$ cat config.mk
export PLATFORM = sky130hd
export DESIGN_NAME = eprom_programmer
export DESIGN_NICKNAME = d
export VERILOG_FILES = /design/src/core/pulse_timer.v /design/src/core/eprom_programmer.v
export VERILOG_INCLUDE_DIRS = /design/src /design/src/core
export SDC_FILE = /design/constraint.sdc
export NUM_CORES = 1
export LEC_CHECK = 0
export ABC_AREA = 1
export BUFFER_PORTS_ARGS = -buffer_cell sky130_fd_sc_hd__buf_2
export CAP_MARGIN = 40
export CORE_ASPECT_RATIO = 0.8
export CORE_MARGIN = 5
export CORE_UTILIZATION = 40
export CTS_CLUSTER_DIAMETER = 60
export CTS_CLUSTER_SIZE = 28
export DETAILED_ROUTE_END_ITERATION = 10
export GPL_ROUTABILITY_DRIVEN = 0
export PLACE_DENSITY_LB_ADDON = 0.25
export SETUP_SLACK_MARGIN = 0.15
export SYNTH_ARGS = -nofsm -noshare
export SYNTH_HDL_FRONTEND = slang
export SYNTH_SLANG_ARGS = --single-unit
$ cat constraint.sdc
create_clock -name core_clk_i -period 15 [get_ports core_clk_i]
set_input_delay 2.25 -clock core_clk_i [delete_from_list [all_inputs] [get_ports core_clk_i]]
set_output_delay 2.25 -clock core_clk_i [all_outputs]
set_load 0.02 [all_outputs]
$ cat src/core/eprom_prog_defines.vh
// Purpose: Constants for the EPROM programming controller
// Assumes: 250 MHz core clock, 4 ns period
// Notes: Times in ns; cycle counts derived from them
`ifndef EPROM_PROG_DEFINES_VH
`define EPROM_PROG_DEFINES_VH
`define CLK_PERIOD_NS 4
`define INIT_PULSE_NS 1000000
`define INIT_PULSE_CYC (`INIT_PULSE_NS / `CLK_PERIOD_NS)
`define DATA_VALID_NS 150
`define DATA_VALID_CYC ((`DATA_VALID_NS + `CLK_PERIOD_NS - 1) / `CLK_PERIOD_NS)
`define SETUP_NS 2000
`define SETUP_CYC ((`SETUP_NS + `CLK_PERIOD_NS - 1) / `CLK_PERIOD_NS)
`define MAX_PULSES 5'h19
`define OVER_FACTOR 3
// Timer load plus done latency in cycles
`define TIMER_LAG_CYC 2
`define ADDR_W 13
`define ADDR_NINE_BIT 9
`define ADDR_ZERO_BIT 0
`endif

$ cat src/core/pulse_timer.v
// Purpose: Down-counting timer for strobe widths and setup delays
// Assumes: Load and count on one clock
// Notes: done_o pulses one cycle when count expires
`timescale 1ns/10ps
module pulse_timer (
  input wire core_clk_i,
  input wire rst_i,
  input wire load_i,
  input wire [31:0] count_i,
  output reg busy_o,
  output reg done_o
);
  reg [31:0] cnt_r;
  always @(posedge core_clk_i or posedge rst_i) begin
    if (rst_i) begin
      cnt_r <= 32'h00000000;
      busy_o <= 1'b0;
      done_o <= 1'b0;
    end else begin
      done_o <= 1'b0;
      if (load_i) begin
        cnt_r <= count_i;
        busy_o <= 1'b1;
      end else if (busy_o) begin
        if (cnt_r <= 32'h00000001) begin
          busy_o <= 1'b0;
          done_o <= 1'b1;
        end else begin
          cnt_r <= cnt_r - 32'h00000001;
        end
      end
    end
  end
endmodule // pulse_timer

$ cat src/core/eprom_programmer.v
// Purpose: Drives EPROM pins for identify and intelligent programming
// Assumes: Data pins read back synchronous to core_clk_i
// Notes: id_hv_o requests the high voltage on address bit nine
`timescale 1ns/10ps
`include "eprom_prog_defines.vh"
module eprom_programmer #(
  parameter INIT_PULSE_CYCLES = `INIT_PULSE_CYC
) (
  input wire core_clk_i,
  input wire rst_i,
  input wire id_start_i,
  input wire prog_start_i,
  input wire [12:0] prog_addr_i,
  input wire [7:0] prog_data_i,
  input wire [7:0] data_in_i,
  output reg [12:0] addr_o,
  output reg [7:0] data_out_o,
  output reg data_oe_o,
  output reg chip_sel_n_o,
  output reg out_en_n_o,
  output reg program_strobe_n_o,
  output reg id_hv_o,
  output reg busy_o,
  output reg done_o,
  output reg fail_o,
  output reg [7:0] maker_code_o,
  output reg [7:0] device_code_o,
  output reg [4:0] pulse_count_o
);
  localparam S_IDLE = 4'h0;
  localparam S_ID_SET = 4'h1;
  localparam S_ID_RD = 4'h2;
  localparam S_P_SET = 4'h3;
  localparam S_P_PULSE = 4'h4;
  localparam S_V_SET = 4'h5;
  localparam S_V_RD = 4'h6;
  localparam S_O_SET = 4'h7;
  localparam S_O_PULSE = 4'h8;
  localparam S_DONE = 4'h9;

  reg [3:0] state_r;
  reg id_hi_r;
  reg [4:0] iter_r;
  reg tload_r;
  reg [31:0] tcount_r;
  wire tbusy;
  wire tdone;

  pulse_timer timer_u (
    .core_clk_i(core_clk_i),
    .rst_i(rst_i),
    .load_i(tload_r),
    .count_i(tcount_r),
    .busy_o(tbusy),
    .done_o(tdone)
  );

  function [31:0] over_cycles;
    input [4:0] x;
    begin
      over_cycles = `OVER_FACTOR * {27'h0000000, x} * INIT_PULSE_CYCLES - `TIMER_LAG_CYC;
    end
  endfunction

  always @(posedge core_clk_i or posedge rst_i) begin
    if (rst_i) begin
      state_r <= S_IDLE;
      id_hi_r <= 1'b0;
      iter_r <= 5'h00;
      tload_r <= 1'b0;
      tcount_r <= 32'h00000000;
      addr_o <= 13'h0000;
      data_out_o <= 8'hFF;
      data_oe_o <= 1'b0;
      chip_sel_n_o <= 1'b1;
      out_en_n_o <= 1'b1;
      program_strobe_n_o <= 1'b1;
      id_hv_o <= 1'b0;
      busy_o <= 1'b0;
      done_o <= 1'b0;
      fail_o <= 1'b0;
      maker_code_o <= 8'h00;
      device_code_o <= 8'h00;
      pulse_count_o <= 5'h00;
    end else begin
      tload_r <= 1'b0;
      done_o <= 1'b0;
      case (state_r)
        S_IDLE: begin
          busy_o <= 1'b0;
          if (id_start_i) begin
            // Identify: bit nine high voltage, other lines low
            addr_o <= 13'h0000;
            id_hv_o <= 1'b1;
            chip_sel_n_o <= 1'b0;
            out_en_n_o <= 1'b0;
            program_strobe_n_o <= 1'b1;
            id_hi_r <= 1'b0;
            busy_o <= 1'b1;
            fail_o <= 1'b0;
            tload_r <= 1'b1;
            tcount_r <= `SETUP_CYC;
            state_r <= S_ID_SET;
          end else if (prog_start_i) begin
            addr_o <= prog_addr_i;
            // Erased bits are ones; only zeros get programmed
            data_out_o <= prog_data_i;
            data_oe_o <= 1'b1;
            chip_sel_n_o <= 1'b0;
            out_en_n_o <= 1'b1;
            iter_r <= 5'h00;
            busy_o <= 1'b1;
            fail_o <= 1'b0;
            tload_r <= 1'b1;
            tcount_r <= `SETUP_CYC;
            state_r <= S_P_SET;
          end
        end
        S_ID_SET: begin
          if (tdone) begin
            tload_r <= 1'b1;
            tcount_r <= `DATA_VALID_CYC;
            state_r <= S_ID_RD;
          end
        end
        S_ID_RD: begin
          if (tdone) begin
            if (!id_hi_r) begin
              // Bit zero low gives maker code
              maker_code_o <= data_in_i;
              addr_o[`ADDR_ZERO_BIT] <= 1'b1;
              id_hi_r <= 1'b1;
              tload_r <= 1'b1;
              tcount_r <= `SETUP_CYC;
              state_r <= S_ID_SET;
            end else begin
              device_code_o <= data_in_i;
              addr_o <= 13'h0000;
              id_hv_o <= 1'b0;
              chip_sel_n_o <= 1'b1;
              out_en_n_o <= 1'b1;
              state_r <= S_DONE;
            end
          end
        end
        S_P_SET: begin
          if (tdone) begin
            // Initial pulse, nominal width
            program_strobe_n_o <= 1'b0;
            iter_r <= iter_r + 5'h01;
            tload_r <= 1'b1;
            tcount_r <= INIT_PULSE_CYCLES - `TIMER_LAG_CYC;
            state_r <= S_P_PULSE;
          end
        end
        S_P_PULSE: begin
          if (tdone) begin
            program_strobe_n_o <= 1'b1;
            data_oe_o <= 1'b0;
            tload_r <= 1'b1;
            tcount_r <= `SETUP_CYC;
            state_r <= S_V_SET;
          end
        end
        S_V_SET: begin
          if (tdone) begin
            // Verify read: output enable low, strobe high
            out_en_n_o <= 1'b0;
            tload_r <= 1'b1;
            tcount_r <= `DATA_VALID_CYC;
            state_r <= S_V_RD;
          end
        end
        S_V_RD: begin
          if (tdone) begin
            // Sample only after data-valid delay
            out_en_n_o <= 1'b1;
            data_oe_o <= 1'b1;
            pulse_count_o <= iter_r;
            tload_r <= 1'b1;
            tcount_r <= `SETUP_CYC;
            if (data_in_i == data_out_o) begin
              state_r <= S_O_SET;
            end else if (iter_r >= `MAX_PULSES) begin
              fail_o <= 1'b1;
              data_oe_o <= 1'b0;
              chip_sel_n_o <= 1'b1;
              tload_r <= 1'b0;
              state_r <= S_DONE;
            end else begin
              state_r <= S_P_SET;
            end
          end
        end
        S_O_SET: begin
          if (tdone) begin
            // Overprogram width three times pulse count
            program_strobe_n_o <= 1'b0;
            tload_r <= 1'b1;
            tcount_r <= over_cycles(iter_r);
            state_r <= S_O_PULSE;
          end
        end
        S_O_PULSE: begin
          if (tdone) begin
            program_strobe_n_o <= 1'b1;
            data_oe_o <= 1'b0;
            chip_sel_n_o <= 1'b1;
            state_r <= S_DONE;
          end
        end
        S_DONE: begin
          done_o <= 1'b1;
          busy_o <= 1'b0;
          state_r <= S_IDLE;
        end
        default: begin
          state_r <= S_IDLE;
        end
      endcase
    end
  end
endmodule // eprom_programmer

# Yosys cells after proc, flatten, opt, wreduce, memory -nomap -nowiden
# Index checks and enable logic that the tools add are counted.
# totals
regBits,127
latch_bits,0
ramBits,0
mem_bits_ro,0
input_bits,33
memories,0
# op_classes
addsub,3
mul,2
div_mod_pow,0
magnitude_cmp,2
n_eq_ne,31
shift,0
mux,76
bitwise_logic,2
n_reduce_logical,33
# ops
operator,count
$mux W32,11
$pmux W32 S6,1
$mux W4,13
$mux W13,3
$pmux W4 S9,1
$le A32 B1 Y1 const B,1
$mux W1,32
$sub A32 B1 Y32 const B,1
$pmux W13 S2,1
$sub A25 B2 Y26 const B,1
$ne A2 B1 Y1 const B,12
$mul A7 B14 Y21 const B,1
$eq A4 B3 Y1 const B,4
$ne A2 B2 Y1 const B,8
$reduce_and A4 Y1,4
$reduce_and A8 Y1,2
$mux W5,3
$reduce_and A3 Y1,5
$mux W12,1
$pmux W1 S4,3
$pmux W5 S2,1
$reduce_and A5 Y1,2
$reduce_bool A2 Y1,5
$reduce_and A9 Y1,1
other kinds (19),32

# Logic depth before layout (Yosys ltp)
# Gate-level depths: netlist of the first run.
# depth
word_depth,5
mapped_depth,31

# Cells and area by module
# From an unflattened synthesis of the first run, not the netlist that was laid out.
# unflattened
cells_unflattened,1259
hier_area_um2,8926.1
# by_module_without_submodules
mod,n_inst,cells_each,area_each_um2,seq_area_each_um2
eprom_programmer,1,824,6329.8,2165.8
pulse_timer,1,435,2596.2,850.8

# Worst setup path before layout of the first run
# No wires, ideal clock.
# synth_path
path_type,register -> register
from,register iter_r[0]
to,register tcount_r[22]
setup_ps,117
arrival_ps,4949
required_time_ps,14883
path_slack_ps,9934
stages_incl_launch_ff,25
n_path_buf,0
period_less_slack_ps,5066
path_cell_list,dfrtp_1 > ha_1 > inv_1 > fa_1 > nor2_1 > nor2_1 > o21bai_1 > xor2_1 > fa_1 > inv_1 > fa_1 > inv_1 > fa_1 > ha_1 > ha_1 > a21oi_1 > inv_1 > a21oi_1 > nand4_1 > nand2_1 > nand2_1 > nor2_4 > nand3_1 > nand3_1 > nand2_1
# synth_between
elab_chain_len,5
# synth_lines
element,line,source
from (decl),eprom_programmer.v:43,reg [4:0] iter_r;
from (signal assigned),eprom_programmer.v:150,iter_r <= iter_r + 5'h01;
$mul A2 B5 Y7 (no line),-,
$mul A7 B14 Y21 (no line),-,
$sub A25 B2 Y26 (no line),-,
$mux W32,eprom_programmer.v:196,if (tdone) begin
$pmux W32 S6,eprom_programmer.v:88,case (state_r)
to (signal assigned),eprom_programmer.v:102,tcount_r <= `SETUP_CYC;
to (signal assigned),eprom_programmer.v:115,tcount_r <= `SETUP_CYC;
to (signal assigned),eprom_programmer.v:200,tcount_r <= over_cycles(iter_r);
to (decl),eprom_programmer.v:45,reg [31:0] tcount_r;
# Every way passes these cells. The select of a mux whose other input is x is not followed.
# A chain may end at the register's enable or synchronous reset.

# Worst setup path after layout of the first run
# Same ends and word-level chain as after synthesis.

==> impl_summary.md, run 1 <==
Synthesis
The synthesized design contains between 100 and 150 register bits. Of the post-synthesis cell area, the dominant cell type holds 0.321. The most numerous cell in the Yosys netlist is nand2_1.

In this run, synthesis inferred 0 flip-flops with an integrated enable. The total nets after synthesis is ~1200. The prevailing post-synth register cell is dfrtp_1.

The count of yosys warnings during synthesis is 0. In the post-synthesis netlist, the biggest area contributors are dfrtp_1 32%, nand2_1 12%, ha_1 9.4%. Of the synthesized area, sequential elements account for 0.356.

In the synthesized netlist the async set-or-reset flop fraction comes to 1.00. By count the netlist is led by 276 x nand2_1, 148 x inv_1, 132 x nor2_1. The gate count after technology mapping is about 1100.

dfrtp_1 takes more of the synthesized area than any other cell. The number of different library cells used by synthesis comes to 48. The average instance in the mapped netlist occupies approximately 7.5 sq um.

The mapped netlist covers 8480 sq um.

Layout
The proportion of layout cells with a drive suffix above 1 is 0.148. Summing all multi-input logic gate instances after layout gives about 4800 sq um. The layout net count is between 1000 and 1500. The sequential cell area is between 3000 and 4000 sq um. The repair_antennas step left the layout with diodes totalling 0. The growth of design area from synthesis to finish is 15.1%. The count of placed standard cells in the final layout, fillers left out is 1499.

Counting the fill cells in the layout gives ~2100.

Setup path
The critical path goes through ha_1 -> inv_1 -> fa_1 -> nor2_1 -> nor2_1 -> o21bai_1 -> xor2_1 -> fa_1 -> inv_1 -> fa_1 -> inv_1 -> fa_1 -> ha_1 -> ha_1 -> a21oi_1 -> inv_1 -> a21oi_1 -> nand4_1 -> nand2_1 -> nand2_1 -> nor2_4 -> nand3_1 -> nand3_1 -> nand2_1. Across all register-to-register paths, the minimum setup slack is between 9 and 10 ns. The path type of the worst setup path is reg -> reg.

The slowest library cell on the worst path is dfrtp_1. The worst setup path is launched from a flip-flop. The biggest fanout along the worst timing path is 12. At the worst endpoint, the arrival time is just under 6 ns. The kind of capture point of the worst setup path is a flip-flop.

At the worst endpoint, the required time is about 15 ns. The largest single stage delay on the critical path is between 0.6 and 0.7 ns.

Clocking
Post-CTS repair changed the size of 0 cells. Buffers inserted to repair hold after CTS numbered 0. The CTS sink count is 120.

The clock transition at the registers of the reported paths is roughly 0.060 ns. TritonCTS built the clock tree. The root cell of the clock tree is clkbuf_16. The number of H-tree levels is 4. Buffers inserted during clock tree synthesis total 17.

Clock latency on the worst-skew pair, taken at its later pin, is 0.42 ns. Counting along the longest clock path gives a buffer depth of 2. The number of setup buffers added after CTS is 0.

Global route
After global routing the overflow that remains totals 0. The first global-routing pass estimated 35.5 mm of wire. The via count of the first global-routing pass is 7145. In the global route stage, overall resource usage came out at 0.173.

The pin count of the biggest net entering global routing is 57. The number of antenna violations at the first check in global routing came to 0.

STA
The final setup violation count is 0. The setup TNS is 0 ns. The tightest slew margin relative to the limit is 0.423. The number of hold violations in the final report is 0.

Setup repair after global routing left no endpoint under its margin. The clock period could shrink to between 5 and 6 ns. Static timing analysis puts the maximum clock frequency at ~180 MHz. The clock skew after layout is 0.0135 ns. The final-report max-slew violation count was 0. The slew at the pin with the worst max-slew slack is between 0.8 and 0.9 ns. Of the available clock period, the critical path in the final layout requires 0.373.

Die
Pin placement for this block handled slightly above 80 I/O pins. The die covers 24200 sq um. The core area is slightly above 20000 sq um.

The initial utilization of the core area, before any placement, comes to 0.409. The initialized floorplan defines 47 standard-cell rows. The die extent in y is 140 um. The floorplan step set the die width to about 170 um.

Placed design
The count of buffers added on input and output ports is 82. The HPWL after detailed placement is roughly 16 mm. The count of placed standard cells including taps is 1467.

Drt
The final routed wirelength across all metal layers is between 20 and 25 mm. The detailed router finished its first iteration with between 700 and 800 violations. The count of antenna-violating nets left after detailed routing is 0. The length of the first detailed-routing pass in iterations is 7. The DRC violations left is 0. The detailed router placed 7536 vias in this run.

The ratio of routed vias to standard cells is 5.03. The average wire per cell in the routed design is around 14 um.

Run
Across the run, the number of max-cap violations was 0.

Status
The run finished with clean final reports.

Pwr
The maximum vdd drop is between 0.1 and 0.15 mV. For this design the static power due to leakage is a little over 5 nW. The power density over cell area is between 200 and 250 nW/um^2.

Min path
The tightest min-delay check is of the reg -> reg type.
-- per-layer routing --
metal  track usage  part of all wire  vias up
li1              -                 -     3844
met1         0.262              0.52     3495
met2         0.258              0.43      178
met3        0.0353             0.049       19
met4        0.0298            0.0078        0
met5             0                 0        -
-- sequential cells by signal (all words and copies together), names as in the netlist, 4 cells and up --
signal,cells
state_r,4
tcount_r,25
iter_r,5
maker_code_o,8
pulse_count_o,5
addr_o,13
device_code_o,8
data_out_o,8
timer_u.cnt_r,32
-- worst paths after layout --
check	from	to	depth (start not counted)
min in group asynchronous	rst_i	addr_o[2]$_DFFE_PP0P_	2
max reg2reg	iter_r[0]$_DFFE_PP0P_	tcount_r[22]$_DFFE_PP0P_	24
min reg2reg	chip_sel_n_o$_DFFE_PP1P_	chip_sel_n_o$_DFFE_PP1P_	2
max	iter_r[0]$_DFFE_PP0P_	tcount_r[22]$_DFFE_PP0P_	24
min	chip_sel_n_o$_DFFE_PP1P_	chip_sel_n_o$_DFFE_PP1P_	2
max in group asynchronous	rst_i	data_out_o[6]$_DFFE_PP1P_	4
-- through the flow --
stage | hold WS (ns) | setup WS, ns | total power, W | utilization | cell area [sq um]
6_report | 0.464 | 9.41 | 0.00216 | 0.470 | 9770
2_1_floorplan | 0.441 | 9.58 | 0.00145 | - | 8480
5_1_grt | 0.483 | 8.87 | 0.00237 | 0.470 | 9770
4_1_cts | 0.466 | 9.41 | 0.00216 | 0.470 | 9770
3_5_place_dp | 0.456 | 9.45 | 0.00171 | 0.441 | 9150
3_3_place_gp | 0.458 | 9.57 | 0.00170 | 0.439 | 9120
-- critical path, delay by kind of cell (launching register included) --
kind	cells	cell delay, ns
DFF	1	0.62
buffers and inverters	4	0.25
AOI/OAI and AO/OA	3	0.64
xor gates and xnor gates	1	0.17
adders and majority gates	7	2.95
and+or+nand+nor	9	0.83
-- cells in the final DEF, fill, tap and decap left out, types with 5 or more instances in the layout --
cell type and count:
nand2_1 276, inv_1 147, nor2_1 132, dfrtp_1 109, buf_2 82, nand3_1 69
o21ai_0 68, ha_1 64, a21oi_1 47, nand2_2 20, xor2_1 18, xnor2_1 17
clkbuf_16 17, o22ai_1 15, nand4_1 15, fa_1 12, dfstp_2 11, o21ai_1 9
nor2_2 8, nor2_4 8, a22oi_1 7, inv_6 6, inv_2 5, o31ai_1 5
a31oi_1 5, nor3_1 5, nand3b_1 5
-- layout make-up --
class,count,area share
Inverter,154,0.0594
Clock inverter,15,0.0193
Sequential cell,120,0.309
Timing Repair Buffer,87,0.0479
Multi-Input combinational cell,837,0.486
Tap cell,269,0.0345
Clock buffer,17,0.0436
-- cell families after synthesis --
logic type / synth area share
adders and majority gates: 0.123
AOI/OAI and AO/OA: 0.119
xor gates and xnor gates: 0.0361
buffers and inverters: 0.0845
and+or+nand+nor: 0.283
DFF: 0.356
-- where the power goes --
group	leakage, nW	switching, W	internal (W)
clock network	0.301	0.000169	0.000266
registers	1.42	0.0000775	0.000425
logic	3.42	0.000807	0.000412
Power figures use the tool's default switching activity.
==> run 2: changes to the inputs <==
Clock period 15 ns to 5.1 ns, I/O delays scaled along.
==> run 2 against run 1 <==
Combinational power grew to 3.6 times the previous value. Hold slack lost 0.10 ns. Largest power group unchanged. Via count grew 0.89%. Clock skew shrank 0.0016 ns. Non-clock buffer count grew 26. Die area is the same. Critical path depth grew 2. First-iteration DRC count shrank 24%. Routed wire length grew 2.5%. Global-route usage grew 0.42 points. Critical path type unchanged. Sequential power grew to 2.9 times the previous value. Clock power grew to 2.8 times the previous value.
==> impl_summary.md, run 2 (synthesis results as in run 1) <==
Status
Outcome: completed (unchanged).

Setup path
The biggest fanout along the worst timing path is 5 (was 12). The category of the worst setup path launch point was a flip-flop (unchanged). The slowest library cell on the worst path is fa_1 (was dfrtp_1). The critical path buffer and inverter count is 4 (unchanged). The kind of capture point of the worst setup path was a flip-flop (unchanged). The path type of the worst setup path is reg -> reg (unchanged). The delay of the slowest cell on the worst path is 0.61 ns (was 0.62 ns).

The data required time of the worst path is 5.41 ns (was 15.30 ns). The arrival time of data at the critical path endpoint came to 5.18 ns (was 5.89 ns). The dominant delay contributor by cell family on the critical path is adder cells (unchanged).

Die
The die extent in y is 140 um (unchanged). The number of cell rows was 47 (unchanged). The core area is 20800 sq um (unchanged). The area of the die is 24200 sq um (unchanged). The initial standard-cell utilization of the core is 0.409 (unchanged). The count of boundary I/O pins came to 83 (unchanged).

The horizontal die dimension is 173 um (unchanged).

Layout
The flip-flop count of the largest register, all copies and words added is 32 (unchanged). The proportion of layout cells with a drive suffix above 1 was 0.205 (was 0.148). Commonest cells after routing, fill and taps aside: 261 x nand2_1, 142 x inv_1, 121 x nor2_1 (was 276 x nand2_1, 147 x inv_1, 132 x nor2_1). The most common cell after layout, fill and taps aside is nand2_1 (unchanged). Largest registers: timer_u.cnt_r: 32 flops, tcount_r: 25 flops, addr_o: 13 flops (unchanged). The count of placed standard cells in the final layout, fillers left out came to 1525 (was 1499). The total inserted antenna cells is 0 (unchanged). The area of all placed cells without fillers is 10200 sq um (was 9770 sq um).

The sequential cell area came to 3020 sq um (about the same). The growth of design area from synthesis to finish is 20.6% (was 15.1%). The register ranked first by flip-flop count is timer_u.cnt_r (unchanged). The layout net count is 1352 (was 1326).

The filler cell count is 2010 (was 2081). The multi-input gate area in the final layout is 5050 sq um (was 4750 sq um).

Placed design
The instance area at placement is 9280 sq um (was 9150 sq um). The count of placed standard cells including taps is 1482 (was 1467). The count of input and output buffers is 82 (unchanged). The HPWL reported at the end of detailed placement is 16.1 mm (was 15.8 mm).

Clocking
The clock transition at the registers of the reported paths was 0.07 ns (was 0.06 ns). The CTS sink count is 120 (unchanged). The number of buffers on the longest clock path is 2 (unchanged).

The insertion delay to the later sink of the worst-skew pair came to 0.42 ns (about the same). The cts-stage hold buffer count is 0 (unchanged). The number of CTS-inserted buffers came to 17 (unchanged). The root cell of the clock tree is clkbuf_16 (unchanged). The number of H-tree levels came to 4 (unchanged). The clock tree from TritonCTS is yes (unchanged).

Global route
The total global routing overflow came to 0 (unchanged). The number of antenna violations at the first check in global routing is 0 (unchanged). The global-route wire length before repair came to 36.3 mm (was 35.5 mm). The via count of the first global-routing pass is 7245 (was 7145).

The total routing resource utilization after global routing is 0.177 (was 0.173). The pin count of the biggest net entering global routing came to 45 (was 57).

STA
The tightest slew margin relative to the limit came to 0.459 (was 0.423). The number of hold violations in the final report came to 0 (unchanged). The highest clock rate is 205 MHz (was 179 MHz). The slew at the pin with the worst max-slew slack is 0.809 ns (was 0.863 ns). The final clock period utilization by the worst path is 0.956 (was 0.373). The clock skew after layout is 0.0120 ns (was 0.0135 ns). Unrepaired setup endpoints after global routing: true (was false). The final setup violation count came to 0 (unchanged). The shortest clock period the worst path allows after layout came to 4.87 ns (was 5.59 ns). The worst hold slack is 0.359 ns (was 0.464 ns). The final-report max-slew violation count came to 0 (unchanged).

Run
The max capacitance violation total was 0 (unchanged).

Pwr
The maximum vdd drop is 0.384 mV (was 0.102 mV). The power density over cell area is 693 nW/um^2 (was 221 nW/um^2). The static power due to leakage is 5.29 nW (was 5.14 nW).

Min path
The path type of the worst min-delay path is in -> async (was reg -> reg).

Drt
The DRC violations left is 0 (unchanged). The ratio of routed vias to standard cells is 4.99 (was 5.03). The final routed wirelength across all metal layers is 21.5 mm (was 21.0 mm).

The count of antenna-violating nets left after detailed routing was 0 (unchanged). The number of violations reported at the end of detailed-routing iteration 0 is 587 (was 774). The length of the first detailed-routing pass in iterations is 5 (was 7). The via total after detailed routing is 7603 (was 7536). The average wire per cell in the routed design is 14.1 um (was 14.0 um).
## run 2: changes by cell type in the layout (fill, tap and decap cells not counted), sizes merged
cell,change
clkinvlp,+3
inv,+3
buf,+26
bufinv,-2
clkinv,-4
## run 2: final cells by class
class | count | share of cell area
multi-input cells | 837 | 0.493
flip-flops and latches | 120 | 0.295
clock buffers | 17 | 0.0416
repair buffers | 113 | 0.0655
well taps | 269 | 0.0329
inverters | 154 | 0.0570
clock inverters | 15 | 0.0152
## run 2: timing repair
item	4_1_cts	5_1_grt
gates resized for setup	6	62
gates cloned	0	0
setup buffers	2	9
endpoints found under the setup margin	5	8
pin swaps	2	39
## run 2: power breakdown
part           total, W  switching (W)  leakage (nW)  internal, W
registers       0.00147       0.000222          1.42      0.00125
logic           0.00443        0.00278          3.60      0.00165
clock network   0.00120       0.000508         0.274     0.000690
## run 2: per-stage QoR
| step | setup TNS [ns] | worst slack, ns | util | total power, W |
|---|---|---|---|---|
| floorplan | 0 | 0.175 | - | 0.00427 |
| global placement | 0 | 0.0686 | 0.445 | 0.00504 |
| detailed placement | -0.0581 | -0.0225 | 0.447 | 0.00510 |
| CTS | 0 | 0.131 | 0.478 | 0.00642 |
| global route | -0.150 | -0.0582 | 0.493 | 0.00778 |
| finish | 0 | 0.226 | 0.493 | 0.00710 |
## run 2: path summary, 6_finish.rpt
kind | endpoint | slack [ns] | cells after the start | start
min in group core_clk_i | chip_sel_n_o$_DFFE_PP1P_ | 0.47 | 2 | chip_sel_n_o$_DFFE_PP1P_
worst min-delay path | addr_o[5]$_DFFE_PP0P_ | 0.36 | 2 | rst_i
worst min register to register | chip_sel_n_o$_DFFE_PP1P_ | 0.47 | 2 | chip_sel_n_o$_DFFE_PP1P_
max in group asynchronous | tcount_r[23]$_DFFE_PP0P_ | 3.81 | 3 | rst_i
worst max-delay path | tcount_r[23]$_DFFE_PP0P_ | 0.23 | 26 | iter_r[1]$_DFFE_PP0P_
worst max register to register | tcount_r[23]$_DFFE_PP0P_ | 0.23 | 26 | iter_r[1]$_DFFE_PP0P_
## run 2: metal layers
layer  track usage  vias up  part of all wire
li1              -     3911                 -
met2         0.268      140              0.45
met3        0.0280       26             0.036
met4        0.0418        0             0.013
met5             0        -                 0
met1         0.266     3526              0.50
==> run 3: changes to the inputs <==
Settings changed: ABC_AREA 1 to unset.
==> run 3 against run 2 <==
The run now ends with setup timing left. Critical path depth decreased by 5. Global-route usage decreased by 1.3 points. Critical path type unchanged. Sequential share of layout area increased by 1.2 points. Power decreased by 68%. Setup slack got worse by 0.39 ns. Hold slack got worse by 0.035 ns.
==> impl_summary.md, run 3 <==
Drt
The length of the first detailed-routing pass in iterations is 7 (was 5). The uppermost layer routed is met4 (unchanged). The met1 wire length is 9.43 mm (was 10.9 mm).

The met3 wirelength from detailed routing was 467 um (was 775 um). The final routed wirelength across all metal layers is 18.5 mm (was 21.5 mm). The number of violations reported at the end of detailed-routing iteration 0 was 382 (was 587). The via total after detailed routing was 6448 (was 7603). The count of antenna-violating nets left after detailed routing is 0 (unchanged). The DRC violations left came to 0 (unchanged).

The total length of routed met2 wires is 8.39 mm (was 9.61 mm). The ratio of routed vias to standard cells was 5.15 (was 4.99). The average wire per cell in the routed design is 14.8 um (was 14.1 um).

Setup path
The terminus of the critical flop-to-flop path is tcount_r[22]$_DFFE_PP0P_ (was tcount_r[23]$_DFFE_PP0P_). The biggest fanout along the worst timing path is 5 (unchanged). The path type of the worst setup path was reg -> reg (unchanged).

The kind of capture point of the worst setup path is a flip-flop (unchanged). The arrival time of data at the critical path endpoint is 5.62 ns (was 5.18 ns). The number of cell instances on the worst register-to-register path is 21 (was 26). The register-to-register setup slack was -0.17 ns (was 0.23 ns).

The worst flop-to-flop path startpoint is iter_r[1]$_DFFE_PP0P_ (unchanged). The category of the worst setup path launch point is a flip-flop (unchanged). The data required time of the worst path was 5.45 ns (was 5.41 ns).

Synthesis
The flip-flop and latch count after synthesis came to 120 (unchanged). Leading cell types by total area after synthesis: dfrtp_1 35%, ha_1 10%, nand2_1 5.8% (was dfrtp_1 32%, nand2_1 12%, ha_1 9.4%). The portion of synthesized cell area occupied by the leading cell type is 0.346 (was 0.321).

The most numerous cell in the Yosys netlist is nand2_1 (unchanged). The sequential-to-total area share from yosys stat is 0.383 (was 0.356). List of most frequent post-synthesis cells: 121 x nand2_1, 109 x dfrtp_1, 64 x ha_1 (was 276 x nand2_1, 148 x inv_1, 132 x nor2_1). The count of yosys warnings during synthesis is 0 (unchanged). The distinct cell type count of the synthesized netlist is 74 (was 48). The synthesized area divided by synthesized cell count was 9.29 sq um (was 7.48 sq um). The netlist area before placement is 7880 sq um (was 8480 sq um). The gate count after technology mapping is 848 (was 1134). The prevailing post-synth register cell is dfrtp_1 (unchanged).

The share of synthesized registers carrying an async set or reset is 1.00 (unchanged). The number of flops mapped to enable cells by yosys is 0 (unchanged). The total nets after synthesis was 957 (was 1243).

The cell type with the largest total area after synthesis is dfrtp_1 (unchanged).

Clocking
The number of buffers on the longest clock path is 2 (unchanged). The clock transition at the registers of the reported paths is 0.06 ns (was 0.07 ns). The insertion delay to the later sink of the worst-skew pair is 0.42 ns (about the same).

The root cell of the clock tree is clkbuf_16 (unchanged). The number of H-tree levels is 4 (unchanged). The CTS sink count was 120 (unchanged). The number of CTS-inserted buffers is 17 (unchanged).

The cts-stage hold buffer count is 0 (unchanged). The clock tree from TritonCTS is yes (unchanged).

Die
The core area came to 19200 sq um (was 20800 sq um). The horizontal die dimension came to 167 um (was 173 um). The area of the die came to 22600 sq um (was 24200 sq um). The count of boundary I/O pins came to 83 (unchanged). The initial standard-cell utilization of the core was 0.410 (was 0.409).

The die extent in y is 136 um (was 140 um). The number of cell rows came to 45 (was 47).

STA
The clock skew after layout is 0.0122 ns (was 0.0120 ns). Unrepaired setup endpoints after global routing: true (unchanged). The worst hold slack is 0.325 ns (was 0.359 ns). The tightest slew margin relative to the limit was 0.400 (was 0.459). The worst setup slack after layout is -0.169 ns (was 0.226 ns). The number of hold violations in the final report is 0 (unchanged).

The highest clock rate is 190 MHz (was 205 MHz). The shortest clock period the worst path allows after layout came to 5.27 ns (was 4.87 ns). The slew at the pin with the worst max-slew slack is 0.889 ns (was 0.809 ns). The final-report max-slew violation count is 0 (unchanged). The final clock period utilization by the worst path is 1.03 (was 0.956). The final setup violation count is 6 (was 0).

Status
The final reports fail on setup timing. Outcome: finished with violations (was completed).

Pwr
The static power due to leakage was 4.53 nW (was 5.29 nW). The maximum vdd drop is 0.186 mV (was 0.384 mV). The power density over cell area is 231 nW/um^2 (was 693 nW/um^2).

Global route
The via count of the first global-routing pass is 6113 (was 7245). The total global routing overflow is 0 (unchanged). The pin count of the biggest net entering global routing is 49 (was 45). The total routing resource utilization after global routing is 0.163 (was 0.177). The number of antenna violations at the first check in global routing is 0 (unchanged). The global-route wire length before repair is 30.9 mm (was 36.3 mm).

Layout
Commonest cells after routing, fill and taps aside: 119 x nand2_1, 108 x dfrtp_1, 82 x buf_2 (was 261 x nand2_1, 142 x inv_1, 121 x nor2_1). The most common cell after layout, fill and taps aside was nand2_1 (unchanged). The register ranked first by flip-flop count is timer_u.cnt_r (unchanged). The total inserted antenna cells came to 0 (unchanged). The growth of design area from synthesis to finish came to 24.9% (was 20.6%). The proportion of layout cells with a drive suffix above 1 was 0.274 (was 0.205). The count of placed standard cells in the final layout, fillers left out is 1252 (was 1525). The layout net count is 1090 (was 1352). The flip-flop count of the largest register, all copies and words added is 32 (unchanged). Largest registers: timer_u.cnt_r: 32 flops, tcount_r: 25 flops, addr_o: 13 flops (unchanged).

Placed design
The HPWL reported at the end of detailed placement is 13.8 mm (was 16.1 mm). The count of placed standard cells including taps is 1212 (was 1482). The count of input and output buffers was 82 (unchanged).

Min path
The path type of the worst min-delay path is in -> async (unchanged).

Run
The max capacitance violation total is 0 (unchanged).
[run 3: changes by cell type in the layout (fill, tap and decap cells not counted), moves of 11 or more]
cell and change:
nor2_4 -15, nand3_1 -37, inv_1 -105, mux2_2 +23, nand2_2 -26, xnor2_1 +25, nand2_1 -142, nor2_1 -77
buf_4 +34, a21oi_1 -13, o22ai_1 -13, nor3_1 +15, o21ai_0 -11
[run 3: logic make-up (layout without fill, tap and decap cells)]
family                   Yosys count  after routing  synth area share
buffers and inverters             76            222            0.0364
adder cells (fa/ha/maj)           76             76             0.132
AO/OA/AOI/OAI                    166            166             0.136
XOR/XNOR                          65             65            0.0722
AND/OR/NAND/NOR                  317            317             0.202
flip-flops                       120            120             0.383
multiplexers                      28             28            0.0392
[run 3: worst max path at each step]
stage | start | end | slack (ns) | cells after the start
after global placement | iter_r[1]$_DFFE_PP0P_ | tcount_r[23]$_DFFE_PP0P_ | -0.13 | 22
after floorplan | iter_r[0]$_DFFE_PP0P_ | tcount_r[23]$_DFFE_PP0P_ | -0.17 | 18
final | iter_r[1]$_DFFE_PP0P_ | tcount_r[22]$_DFFE_PP0P_ | -0.17 | 21
after detailed placement | iter_r[1]$_DFFE_PP0P_ | tcount_r[23]$_DFFE_PP0P_ | -0.24 | 22
after global routing | iter_r[1]$_DFFE_PP0P_ | tcount_r[22]$_DFFE_PP0P_ | -0.37 | 23
after CTS | iter_r[1]$_DFFE_PP0P_ | tcount_r[23]$_DFFE_PP0P_ | -0.12 | 18
[run 3: metal layers]
layer  up-vias  global-route usage
met3        15              0.0277
met1      3094               0.245
met5         -                   0
met4         0              0.0450
met2        81               0.244
li1       3258                   -
[run 3: metrics by stage]
step	instance area, sq um	setup TNS (ns)	power (W)	setup WS (ns)	utilization
detailed placement	9020	-0.880	0.00107	-0.241	0.470
global placement	9020	-0.296	0.00107	-0.135	0.470
finish	9840	-0.479	0.00227	-0.169	0.513
floorplan	8000	-0.285	0.00103	-0.166	-
CTS	9760	-0.272	0.00230	-0.123	0.508
global route	9840	-1.61	0.00234	-0.371	0.513
[run 3: report_power, final]
part | leakage, nW | switching [W] | total [W] | internal (W)
logic | 2.84 | 0.0000528 | 0.0000804 | 0.0000277
registers | 1.40 | 0.00000565 | 0.000971 | 0.000965
clock network | 0.292 | 0.000485 | 0.00122 | 0.000732
total | 4.53 | 0.000544 | 0.00227 | 0.00172
[run 3: critical path, stage by stage (launching register included)]
cell      delay (ns)
dfrtp_1         0.40
ha_4            0.16
inv_2           0.04
fa_2            0.41
xor2_2          0.17
fa_1            0.50
ha_1            0.31
inv_2           0.04
fa_1            0.47
inv_1           0.05
fa_1            0.47
ha_4            0.33
nand4_1         0.16
a41oi_4         0.23
o31ai_4         0.12
buf_4           0.16
buf_6           0.11
a311oi_4        0.27
buf_4           0.17
nand2_2         0.06
or4_4           0.51
nand3_2         0.07
[run 3: final cells by class]
| cell class | instances | area, sq um |
|---|---|---|
| clock buffers | 18 | 429 |
| multi-input cells | 652 | 4840 |
| well taps | 258 | 323 |
| fillers | 1779 | 9360 |
| repair buffers | 146 | 898 |
| flip-flops and latches | 120 | 3020 |
| inverters | 44 | 168 |
| clock inverters | 14 | 160 |
[run 3: repair_timing]
action | CTS | global route
setup endpoints to repair | 7 | 7
resized for setup | 19 | 17
buffers inserted | 6 | 2
pin swaps | 18 | 21
